**config.mk**
```make
export PLATFORM = sky130hd
export DESIGN_NAME = srt_top
export DESIGN_NICKNAME = d
export VERILOG_FILES = /design/src/rtl/srt_pkg.sv /design/src/rtl/srt_top.sv
export SDC_FILE = /design/constraint.sdc
export NUM_CORES = 1
export LEC_CHECK = 0
export BUFFER_PORTS_ARGS = -buffer_cell sky130_fd_sc_hd__buf_2
export CORE_UTILIZATION = 57
export CTS_BUF_LIST = sky130_fd_sc_hd__clkbuf_4 sky130_fd_sc_hd__clkbuf_8
export CTS_CLUSTER_DIAMETER = 100
export DETAILED_ROUTE_END_ITERATION = 8
export GPL_ROUTABILITY_DRIVEN = 0
export PLACE_DENSITY = 0.83
export SYNTH_ARGS = -nofsm -noshare
export SYNTH_HDL_FRONTEND = slang
export SYNTH_SLANG_ARGS = --single-unit
```
**constraint.sdc**
```tcl
create_clock -name clk -period 3.25 [get_ports clk]
set_clock_uncertainty 0.15 [all_clocks]
set_input_delay 0.65 -clock clk [delete_from_list [all_inputs] [get_ports clk]]
set_output_delay 0.65 -clock clk [all_outputs]
set_load 0.01 [all_outputs]
```
**src/rtl/srt_pkg.sv**
```systemverilog
// constants for the region configuration and step timing block
package srt_pkg;
   localparam int unsigned    ADDR_W          = 12;
   localparam int unsigned    DATA_W          = 32;
   localparam int unsigned    NUM_REGIONS     = 4;
   localparam int unsigned    CNT_W           = 8;
   // register map
   localparam logic [11:0]    OFS_STATUS      = 12'h000;
   localparam logic [11:0]    OFS_REGION_BASE = 12'h004;
   localparam logic [11:0]    OFS_REGION_STEP = 12'h010;
   localparam logic [31:0]    REGION_RESET    = 32'h00000000;
   // fields of the region configuration word
   localparam int unsigned    VARIANT_LSB     = 12;
   localparam int unsigned    VARIANT_W       = 3;
   localparam int unsigned    RUNLEN_BIT      = 10;
   localparam logic [31:0]    REGION_WMASK    = 32'h000077F7;
   // variant codes
   localparam logic [2:0]     VARIANT_SHA1    = 3'h0;
   localparam logic [2:0]     VARIANT_SHA256  = 3'h1;
   localparam logic [2:0]     VARIANT_SHA224  = 3'h4;
   // cycles per processing step
   localparam logic [7:0]     SHA1_SHORT      = 8'd85;
   localparam logic [7:0]     SHA1_LONG       = 8'd209;
   localparam logic [7:0]     SHA2_SHORT      = 8'd72;
   localparam logic [7:0]     SHA2_LONG       = 8'd194;
   // status fields
   localparam int unsigned    ST_BUSY_BIT     = 0;
   localparam int unsigned    ST_ERR_BIT      = 1;
   localparam int unsigned    ST_REGION_LSB   = 4;
   localparam int unsigned    ST_VARIANT_LSB  = 8;
   localparam int unsigned    ST_COUNT_LSB    = 16;

   typedef enum logic [1:0] {
      SRT_IDLE = 2'b01,
      SRT_RUN  = 2'b10
   } srt_state_t;
endpackage : srt_pkg

```
**src/rtl/srt_top.sv**
```systemverilog
// region configuration words and per-step runtime timer for the integrity checker
// How it works
// - variant code 0 is SHA-1, 1 is SHA-256, 4 is SHA-224; others reserved.
// - every variant has a short and a long step, picked by one region bit.
// - runtime select 0 gives the shortest step for the chosen variant.
// - runtime select 1 gives the longest step for the chosen variant.
// - SHA-1 steps take 85 or 209 cycles; SHA-224/256 take 72 or 194.
`timescale 1ns/1ps
module srt_top #(
   parameter int unsigned NUM_REGIONS = srt_pkg::NUM_REGIONS
) (
   input  wire logic                                clk,
   input  wire logic                                sys_rst,
   input  wire logic                                psel,
   input  wire logic                                penable,
   input  wire logic                                pwrite,
   input  wire logic [srt_pkg::ADDR_W-1:0]          paddr,
   input  wire logic [srt_pkg::DATA_W-1:0]          pwdata,
   output logic      [srt_pkg::DATA_W-1:0]          prdata,
   output logic                                     pready,
   output logic                                     pslverr,
   input  wire logic                                step_start,
   input  wire logic [$clog2(NUM_REGIONS)-1:0]      step_region,
   output logic                                     step_busy,
   output logic                                     step_done,
   output logic                                     step_err,
   output logic      [2:0]                          step_variant
);
   localparam int unsigned RW = $clog2(NUM_REGIONS);

   logic [31:0]              region_q [NUM_REGIONS];
   logic [31:0]              prdata_q;
   srt_pkg::srt_state_t      state_q;
   logic [7:0]               count_q;
   logic [RW-1:0]            cur_region_q;
   logic [2:0]               cur_variant_q;
   logic                     done_q;
   logic                     err_q;
   logic                     err_sticky_q;

   // address decode
   wire logic [11:0]         rel_addr   = paddr - srt_pkg::OFS_REGION_BASE;
   wire logic [RW-1:0]       reg_index  = rel_addr[4 +: RW];
   wire logic                hit_status = (paddr == srt_pkg::OFS_STATUS);
   wire logic                hit_region = (paddr >= srt_pkg::OFS_REGION_BASE) &&
                                          (rel_addr[3:0] == 4'h0) &&
                                          (rel_addr[11:4] < 8'(NUM_REGIONS));
   wire logic                mapped     = hit_status || hit_region;
   wire logic                setup      = psel && !penable;
   wire logic                wr_access  = psel && penable && pwrite && hit_region;

   // one write enable per region word
   logic [NUM_REGIONS-1:0]   region_we;

   for (genvar g = 0; g < int'(NUM_REGIONS); g++) begin : g_region_we
      assign region_we[g] = wr_access && (reg_index == RW'(g));
   end

   // selected region's fields
   wire logic [31:0]         sel_word   = region_q[step_region];
   wire logic [2:0]          sel_var    = sel_word[srt_pkg::VARIANT_LSB +: srt_pkg::VARIANT_W];
   wire logic                sel_long   = sel_word[srt_pkg::RUNLEN_BIT];

   // variant decode
   wire logic                var_sha1   = (sel_var == srt_pkg::VARIANT_SHA1);
   wire logic                var_sha256 = (sel_var == srt_pkg::VARIANT_SHA256);
   wire logic                var_sha224 = (sel_var == srt_pkg::VARIANT_SHA224);
   wire logic                var_sha2   = var_sha256 || var_sha224;
   wire logic                var_ok     = var_sha1 || var_sha2;

   // short/long per variant 0 picks shortest 1 longest
   wire logic [7:0]          sha1_len   = sel_long ? srt_pkg::SHA1_LONG
                                                   : srt_pkg::SHA1_SHORT;
   wire logic [7:0]          sha2_len   = sel_long ? srt_pkg::SHA2_LONG
                                                   : srt_pkg::SHA2_SHORT;

   // reserved codes never launch, so their length is a don't-care
   wire logic [7:0]          step_len   = var_sha1 ? sha1_len : sha2_len;

   // step handshake
   wire logic                idle       = (state_q == srt_pkg::SRT_IDLE);
   wire logic                launch     = idle && step_start && var_ok;
   wire logic                reject     = idle && step_start && !var_ok;

   // status fields
   wire logic                st_busy    = !idle;
   wire logic                st_err     = err_sticky_q;
   wire logic [1:0]          st_region  = 2'(cur_region_q);
   wire logic [2:0]          st_variant = cur_variant_q;
   wire logic [7:0]          st_count   = count_q;

   wire logic [31:0]         status_word = {8'h00,
                                            st_count,
                                            5'h00,
                                            st_variant,
                                            2'h0,
                                            st_region,
                                            2'h0,
                                            st_err,
                                            st_busy};

   // read mux; unmapped reads return zero
   wire logic [31:0]         rd_mux     = hit_status ? status_word :
                                          hit_region ? region_q[reg_index] : 32'h00000000;

   // no wait states: every access phase completes in one cycle
   assign pready       = 1'b1;
   assign pslverr      = psel && penable && !mapped;
   assign prdata       = prdata_q;

   // step outputs
   assign step_busy    = !idle;
   assign step_done    = done_q;
   assign step_err     = err_q;
   assign step_variant = cur_variant_q;

   // region words; reserved bits never stored
   always_ff @(posedge clk) begin
      for (int i = 0; i < int'(NUM_REGIONS); i++) begin
         if (sys_rst) begin
            region_q[i] <= srt_pkg::REGION_RESET;
         end else if (region_we[i]) begin
            region_q[i] <= pwdata & srt_pkg::REGION_WMASK;
         end
      end
   end

   // a write to the running region does not disturb the step in flight:
   // variant and count are latched at launch

   // read data captured in setup so it is stable for the whole access
   always_ff @(posedge clk) begin
      if (sys_rst) begin
         prdata_q <= 32'h00000000;
      end else if (setup && !pwrite) begin
         prdata_q <= rd_mux;
      end
   end


   // step timer; word is sampled at launch, later writes affect only next step
   // count runs down to zero so the busy window is exactly the step length
   always_ff @(posedge clk) begin
      if (sys_rst) begin
         state_q       <= srt_pkg::SRT_IDLE;
         count_q       <= 8'h00;
         cur_region_q  <= '0;
         cur_variant_q <= 3'h0;
         done_q        <= 1'b0;
         err_q         <= 1'b0;
      end else begin
         done_q <= 1'b0;
         err_q  <= reject;
         case (state_q)
            srt_pkg::SRT_IDLE: begin
               if (launch) begin
                  state_q       <= srt_pkg::SRT_RUN;
                  count_q       <= step_len - 8'h01;
                  cur_region_q  <= step_region;
                  cur_variant_q <= sel_var;
               end
            end
            srt_pkg::SRT_RUN: begin
               if (count_q == 8'h00) begin
                  state_q <= srt_pkg::SRT_IDLE;
                  done_q  <= 1'b1;
               end else begin
                  count_q <= count_q - 8'h01;
               end
            end
            default: begin
               state_q <= srt_pkg::SRT_IDLE;
            end
         endcase
      end
   end


   // sticky error; a new reject wins over a same-cycle clear
   // so software never loses a refusal that lands with its clear
   wire logic err_clr = psel && penable && pwrite && hit_status && pwdata[srt_pkg::ST_ERR_BIT];
   always_ff @(posedge clk) begin
      if (sys_rst) begin
         err_sticky_q <= 1'b0;
      end else if (reject) begin
         err_sticky_q <= 1'b1;
      end else if (err_clr) begin
         err_sticky_q <= 1'b0;
      end
   end
endmodule : srt_top

```
# Yosys cells after proc, flatten, opt, wreduce, memory -nomap -nowiden
# Memories as Yosys holds them, arrays and structs flattened.
# Cells that the tools add are included.
[word_totals]
reg_bits = 50
mem_bits_rw = 52
input_bits = 52
output_inout_bits = 40
wordCells = 97
n_memories = 1
[classes]
add_sub_neg = 3
magnitude_cmp = 2
n_eq_ne = 10
mux = 32
bitwise_logic = 5
reduce_logical = 36
[memory_table]
columns = ["memory", "depth", "word_bits", "rd", "rd_ports_with_merged_regs", "wr", "line", "text"]
rows = [
  ["region_q", 4, 13, 2, 0, 4, "srt_top.sv:31", "logic [31:0] region_q [NUM_REGIONS];"],
]
[op_table]
columns = ["op", "n"]
rows = [
  ["two-way mux 32 bit", 2],
  ["two-way mux 13 bit", 4],
  ["two-way mux 8 bit", 5],
  ["logical AND 1 bit", 17],
  ["two-way mux 1 bit", 17],
  ["case mux 8 bit (2 select lines)", 1],
  ["subtractor 8 x 1 -> 8 bit, second input constant", 2],
  [">= comparator 12 x 3 -> 1 bit, second input constant", 1],
  ["logical NOT 12 bit", 1],
  ["subtractor 12 x 3 -> 12 bit, second input constant", 1],
  ["logical NOT 8 bit", 1],
  ["less-than comparator 8 x 3 -> 1 bit, second input constant", 1],
  ["equality test 2 bit, second input constant", 3],
  ["logical NOT 1 bit", 5],
  ["equality test 2 x 1 -> 1 bit, second input constant", 2],
  ["logical NOT 4 bit", 1],
  ["two-way mux 2 bit", 2],
  ["!= test 2 bit, second input constant", 2],
  ["bitwise OR 1 bit", 4],
  ["case mux 2 bit (2 select lines)", 1],
  ["AND reduction 2 bit", 2],
  ["nonzero test 2 bit", 2],
  ["equality test 3 x 1 -> 1 bit, second input constant", 1],
  ["equality test 3 bit, second input constant", 1],
  ["other kinds (7)", 9],
]

# Depth between registers and ports, before layout
# Gate-level depths: netlist (run 1).
[logic_depth]
ltp_word = 10
ltp_mapped = 8
ltp_nobuf = 7

# Worst setup path after synthesis (run 1)
# OpenSTA, ideal clock, no wires.
[synth_timing]
path_kind = "input -> register"
startpoint = "in paddr[4] in the netlist's numbering"
endpoint = "mem region_q[0][0] in the netlist's numbering (enable)"
setup_ns = 0.401
arrival_time_ns = 2.467
required_ns = 2.699
slack_ns = 0.232
path_stages = 5
n_path_buf = 2
cell_sequence = "clkbuf_1 -> xnor2_1 -> clkbuf_1 -> nand2_1 -> o21ai_0"
[synth_lines]
columns = ["item", "line", "text"]
rows = [
  ["from (decl)", "srt_top.sv:17", "input wire logic [srt_pkg::ADDR_W-1:0] paddr,"],
  ["to (decl)", "srt_top.sv:31", ""],
]

# Worst setup path in the final report (run 1)
[layout_timing]
startpoint = "in step_region[0]"
endpoint = "reg count_q[6]"
[layout_between]
elab_chain_len = 7
elab_cells_between_ends = 15
classes_between = "add/sub (1); eq/ne (3); mux (5); reduce/logical (5); memory (1)"
[layout_lines]
columns = ["item", "line", "text"]
rows = [
  ["from (decl)", "srt_top.sv:23", "input wire logic [$clog2(NUM_REGIONS)-1:0] step_region,"],
  ["memory read (4 x 13 bit) *", "-", ""],
  ["parallel branches: the longest is 6 deep, another holds subtractor 8 x 1 -> 8 bit", "-", ""],
  ["to (signal assigned)", "srt_top.sv:158", "count_q <= step_len - 8'h01;"],
  ["to (signal assigned)", "srt_top.sv:168", "count_q <= count_q - 8'h01;"],
  ["to (decl)", "srt_top.sv:34", "logic [7:0] count_q;"],
]
# Every way passes the cells marked *. The select of a mux whose other input is x is not followed.
# A chain may end at the register's enable or synchronous reset.

==> summary.txt, run 1 <==
Reg2reg setup slack - 600 ps
Met3 wire length - 610 um
CTS tree - done
F_max - 0.365 GHz
DR WL met2 - 4840 um
Buffers & Inverters on Critical Path - 1
Commonest non-fill, non-tap cells in the layout - buf_2, and2_1, edfxtp_1
Prevailing post-synth register cell - edfxtp_1
Yosys warns - 0
Hold slack - 301 ps
CP Max Fanout - 7
Drt first pass iters - 5
Worst-Margin Slew - 792 ps
Top sig layer - met4
PostCTS Resize Cnt - 0
Cell Pwr Density - 452 nW/um^2
Max Root-Sink Buffers - 2
Area growth from synthesis to layout - 13.7%
Cells on Worst Hold Path - 2
Root Buffer - clkbuf_8
Final slew viol count - 0
Cell chain of the critical path - buf_2 -> mux4_2 -> o311a_2 -> a21oi_1 -> ha_1 -> nand3b_1 -> or3_1 -> a31oi_1
Total GRT Usage - 0.259
Initial antenna violation count - 0
Final Cycle Share - 0.843
Post-cts hold buffer count - 0
Filler instances - 582
Number of synthesized flops with an enable pin - 52
Sum of negative setup slack - 0 ps
Die Y-Extent - 89.8 um
Final Hold Vio Count - 0
Worst-case reg-to-reg path depth - 7
Combinational group share of total power - 0.122
#FFs+latches synth - 91
Skew-Pair Late Insertion Delay - 360 ps
Total Wirelength - 9860 um
Yosys cell types - 60
Gr ovfl total - 0
Slowest stage delay, CP - 600 ps
Worst setup EP type - flop
Starting Density - 0.596
Clk pwr share - 0.305
Nets - 530
Cells after Synth - 414
Core Area - 7370 sq um
Reg clk slew, reported paths - 80 ps
Finish-stage setup viols - 0
Via count - 3495
Die Wd - 89.8 um
Via/cell ratio - 6.02
Total power - 0.00226 W
Worst EP required - 3390 ps
Psw - 0.000593 W
CTS buffer count - 9
Metal1 wirelength - 4080 um
Boundary pin count - 92
Critical path's top delay family - compound AO/OA/AOI/OAI gates
Hold WC Path Type - reg -> reg
Status - finished, final reports clean
Setup CP Type - in -> reg
Worst slew margin - 0.468
Leakage - 1.89 nW
Commonest non-fill, non-tap cell in the layout - buf_2
Ratio of cells with drive above 1 in the final layout - 0.257
Residual DRC count - 0
Die area - 8070 sq um
Max-cap violation count - 0
Internal power - 0.00167 W
Port bufs - 60
H-tree levels - 3
Setup bufs post-CTS - 0
Async S/R FF share, synth - 0
Flop pwr share - 0.573
Initial DRC Count - 253
Final antenna-violating net count - 0
Post-detail-place hpwl - 7090 um
Net Sw Frac - 0.263
Clock sink count - 91
Drt wl/cell - 17.0 um
Levels on crit path - 8
Diode count - 0
Largest net degree at the start of global routing - 39
RSZ-0062 raised after global routing - no
Syn_area_per_cell - 10.6 sq um
# rows - 31
Worst Path Arrival - 2880 ps
Worst setup SP type - input pin
Crit path time final - 2740 ps
Vias in the first global route - 3363
First-pass GRT wire length - 16300 um
Syn Std Cell Area - 4400 sq um
CP max-delay cell - mux4_2
Max IR drop VDD - 0.289 mV
Part of the Yosys area used for sequential elements - 0.533
[cell type report]
class	count	area, sq um	area share
clock buffer	10	131	0.0263
clock inverter	6	42.5	0.00851
inverter	4	15.0	0.00301
multi-input combinational	291	1880	0.376
sequential	91	2340	0.469
tap	99	124	0.0248
timing repair buffer	80	463	0.0927
[worst min-delay path: stages, from the launching register on]
cell and delay [ps]:
dfxtp_1 310, nand2_1 50, a21oi_1 50
[kinds of logic (layout without fill, tap and decap cells)]
logic type / count (synthesis) / count (layout) / share of synthesized area
muxes: 22 / 22 / 0.0658
AOI/OAI and AO/OA: 87 / 87 / 0.135
and+or+nand+nor: 168 / 168 / 0.210
other: 2 / 12 / 0.00171
adders and majority gates: 1 / 1 / 0.00285
xor gates and xnor gates: 1 / 1 / 0.00199
buffers and inverters: 42 / 100 / 0.0495
DFF: 91 / 91 / 0.533
[flip-flops by register name (all words and copies together) (netlist names)]
register and flops:
step_done 1, count_q 8, cur_region_q 2, state_q 2
step_variant 3, prdata 21, region_q 52, err_sticky_q 1
step_err 1
[per-stage QoR]
stage | util | area (sq um) | setup WS [ps] | std cells
6_report | 0.678 | 5000 | 509 | 581
5_1_grt | 0.678 | 5000 | 358 | 581
4_1_cts | 0.678 | 5000 | 525 | 581
3_5_place_dp | 0.654 | 4820 | 155 | 565
3_3_place_gp | 0.654 | 4820 | 200 | 565
2_1_floorplan | - | 4430 | 232 | 424
[metal layers]
metal / up-vias / track usage
li1: 1633 / -
met1: 1686 / 0.324
met2: 146 / 0.439
met3: 30 / 0.0398
met4: 0 / 0.124
met5: - / 0
[synthesized netlist by cell type, types with 12 or more instances]
cell,n,area share
dfxtp_1,39,0.18
o21ai_0,16,0.018
buf_4,12,0.020
nor3_1,13,0.015
nand3_1,13,0.015
nor2_1,22,0.019
nand2_1,28,0.024
clkbuf_1,21,0.018
a21oi_1,24,0.027
and2_1,54,0.077
edfxtp_1,52,0.36
mux2_2,12,0.031
[power by group through the flow]
stage	combinational [W]	sequential [W]	clock, W
after CTS	0.000272	0.00129	0.000690
after global routing	0.000300	0.00130	0.000732
after global placement	0.000264	0.00132	0
after detailed placement	0.000270	0.00132	0
after floorplan	0.000190	0.00131	0
final	0.000275	0.00130	0.000688
[worst paths after layout]
kind                                 start                 endpoint
max                         step_region[0]  count_q[6]$_SDFFE_PP0P_
min                prdata[19]$_SDFFE_PP0P_  prdata[19]$_SDFFE_PP0P_
max reg2reg  region_q[3][11]$_SDFFCE_PN0P_  count_q[6]$_SDFFE_PP0P_
min reg2reg        prdata[19]$_SDFFE_PP0P_  prdata[19]$_SDFFE_PP0P_
(Power assumes the default switching activity.)
==> inputs of run 2 (changes only) <==
CORE_UTILIZATION = 51   (was 57)
PLACE_DENSITY = 0.78   (was 0.83)
clock period = 2.4 ns   (was 3.25 ns; I/O delays follow)
==> run 2 against run 1 <==
The run now ends with setup timing left. Combinational power is 71% higher. Cell area grew 8.9%. Global-route usage down 0.91 points. Flip-flop and latch count unchanged. Largest power group unchanged. Sequential power is 35% higher. Critical endpoint unchanged. Non-clock buffer count rose by 38. Final cell count rose by 7.6%.
==> summary.txt, run 2 (synthesis gave the netlist of run 1 again) <==
Crit path time final - 2460 ps
Psw - 0.000842 W
Boundary pin count - 92
Worst R2R Start - region_q[3][10]$_SDFFCE_PN0P_
Biggest register - region_q
Diode count - 0
Via/cell ratio - 5.76
Max Root-Sink Buffers - 2
Nets - 568
Clk pwr share - 0.342
Largest net degree at the start of global routing - 39
Final Cycle Share - 1.02
H-tree levels - 3
Total GRT Usage - 0.249
Via count - 3600
Final slew viol count - 0
Sum of negative setup slack - -127 ps
Die area - 8990 sq um
Gr ovfl total - 0
# rows - 33
Worst setup slack after layout - -56.2 ps
CP Max Fanout - 6
Leakage - 2.13 nW
Reg2reg setup slack - -60 ps
Final antenna-violating net count - 0
Worst setup SP type - flop
CTS tree - done
Post-detail-place hpwl - 7530 um
Worst setup EP type - flop
Dpl cells - 606
Drt wl/cell - 16.9 um
Worst Path Arrival - 2580 ps
Reg clk slew, reported paths - 100 ps
Internal power - 0.00253 W
Filler instances - 654
Dpl ws - -278 ps
Max-cap violation count - 0
Hold path start - pwdata[4]
F_max - 0.407 GHz
Max IR drop VDD - 0.296 mV
Worst slew margin - 0.649
Layout Utilization - 0.659
Finish-stage setup viols - 3
Worst-Margin Slew - 519 ps
Setup CP Type - reg -> reg
Starting Density - 0.532
Port bufs - 60
Worst-case reg-to-reg path depth - 7
Cells on Worst Hold Path - 2
Initial DRC Count - 196
Hold path endpoint - region_q[1][3]$_SDFFCE_PN0P_
Drt first pass iters - 6
Flop pwr share - 0.519
Worst EP required - 2530 ps
Commonest non-fill, non-tap cells in the layout - buf_2, and2_1, buf_4, edfxtp_1, dfxtp_1
Net Sw Frac - 0.250
Commonest non-fill, non-tap cell in the layout - buf_2
Vias in the first global route - 3426
Combinational group share of total power - 0.139
Die Wd - 94.8 um
Post-cts hold buffer count - 0
Worst r2r dst - count_q[6]$_SDFFE_PP0P_
Skew-Pair Late Insertion Delay - 350 ps
Ratio of cells with drive above 1 in the final layout - 0.323
Total power - 0.00337 W
Die Y-Extent - 94.8 um
Max FFs per register - 52
Initial antenna violation count - 0
Residual DRC count - 0
Core Area - 8260 sq um
Area growth from synthesis to layout - 23.8%
Root Buffer - clkbuf_8
Status - finished with violations
First-pass GRT wire length - 16800 um
Final std cells w/o fill - 625
Clock sink count - 91
CTS buffer count - 9
RSZ-0062 raised after global routing - yes
Cell Pwr Density - 619 nW/um^2
Hold WC Path Type - in -> reg
Failing checks - setup timing
Total Wirelength - 10600 um
Final Hold Vio Count - 0
-- run 2: power groups by stage --
| stage | Sequential (W) | Clock, W | Combinational (W) |
|---|---|---|---|
| floorplan | 0.00178 | 0 | 0.000265 |
| global placement | 0.00178 | 0 | 0.000440 |
| detailed placement | 0.00178 | 0 | 0.000449 |
| CTS | 0.00175 | 0.00117 | 0.000458 |
| global route | 0.00175 | 0.00123 | 0.000508 |
| finish | 0.00175 | 0.00115 | 0.000469 |
-- run 2: through the flow --
stage | area, sq um | hold WS (ps)
6_report | 5440 | 278
3_5_place_dp | 5180 | 290
5_1_grt | 5440 | 278
3_3_place_gp | 5180 | 287
2_1_floorplan | 4470 | 296
4_1_cts | 5420 | 270
-- run 2: worst max-delay path, stage by stage, from the launching register on --
cell and delay (ps):
edfxtp_1 420, mux4_2 530, o311a_4 400, a21oi_2 150, ha_4 180, nand3b_1 110, or3_1 330, a31oi_1 120
-- run 2: area by class of cell --
cell class	instances	area, sq um	area share
flip-flops and latches	91	2340	0.430
multi-input cells	291	1920	0.353
repair buffers	118	811	0.149
well taps	105	131	0.0241
clock buffers	9	124	0.0228
clock inverters	7	97.6	0.0179
inverters	4	15.0	0.00276
-- run 2: worst max-delay path by stage --
stage | slack (ps) | cells past startpoint | start | endpoint
4_1_cts | -40 | 7 | region_q[3][12]$_SDFFCE_PN0P_ | count_q[6]$_SDFFE_PP0P_
5_1_grt | -180 | 7 | region_q[3][12]$_SDFFCE_PN0P_ | count_q[6]$_SDFFE_PP0P_
2_1_floorplan | -180 | 8 | step_region[0] | count_q[6]$_SDFFE_PP0P_
6_report | -60 | 7 | region_q[3][10]$_SDFFCE_PN0P_ | count_q[6]$_SDFFE_PP0P_
3_5_place_dp | -280 | 8 | step_region[0] | count_q[6]$_SDFFE_PP0P_
3_3_place_gp | -270 | 8 | step_region[0] | count_q[6]$_SDFFE_PP0P_
-- run 2: routing by layer --
| layer | vias to the layer above | track usage | wire length (um) |
|---|---|---|---|
| met5 | - | 0 | 0 |
| met4 | 0 | 0.115 | 233 |
| met3 | 21 | 0.0419 | 618 |
| met2 | 137 | 0.424 | 5320 |
| met1 | 1732 | 0.309 | 4400 |
| li1 | 1710 | - | - |
-- run 2: what timing repair did --
action / 4_1_cts / 5_1_grt
gates resized for setup: 0 / 2
endpoints found under the setup margin: 2 / 4
pin swaps: 1 / 2
setup buffers: 2 / 1
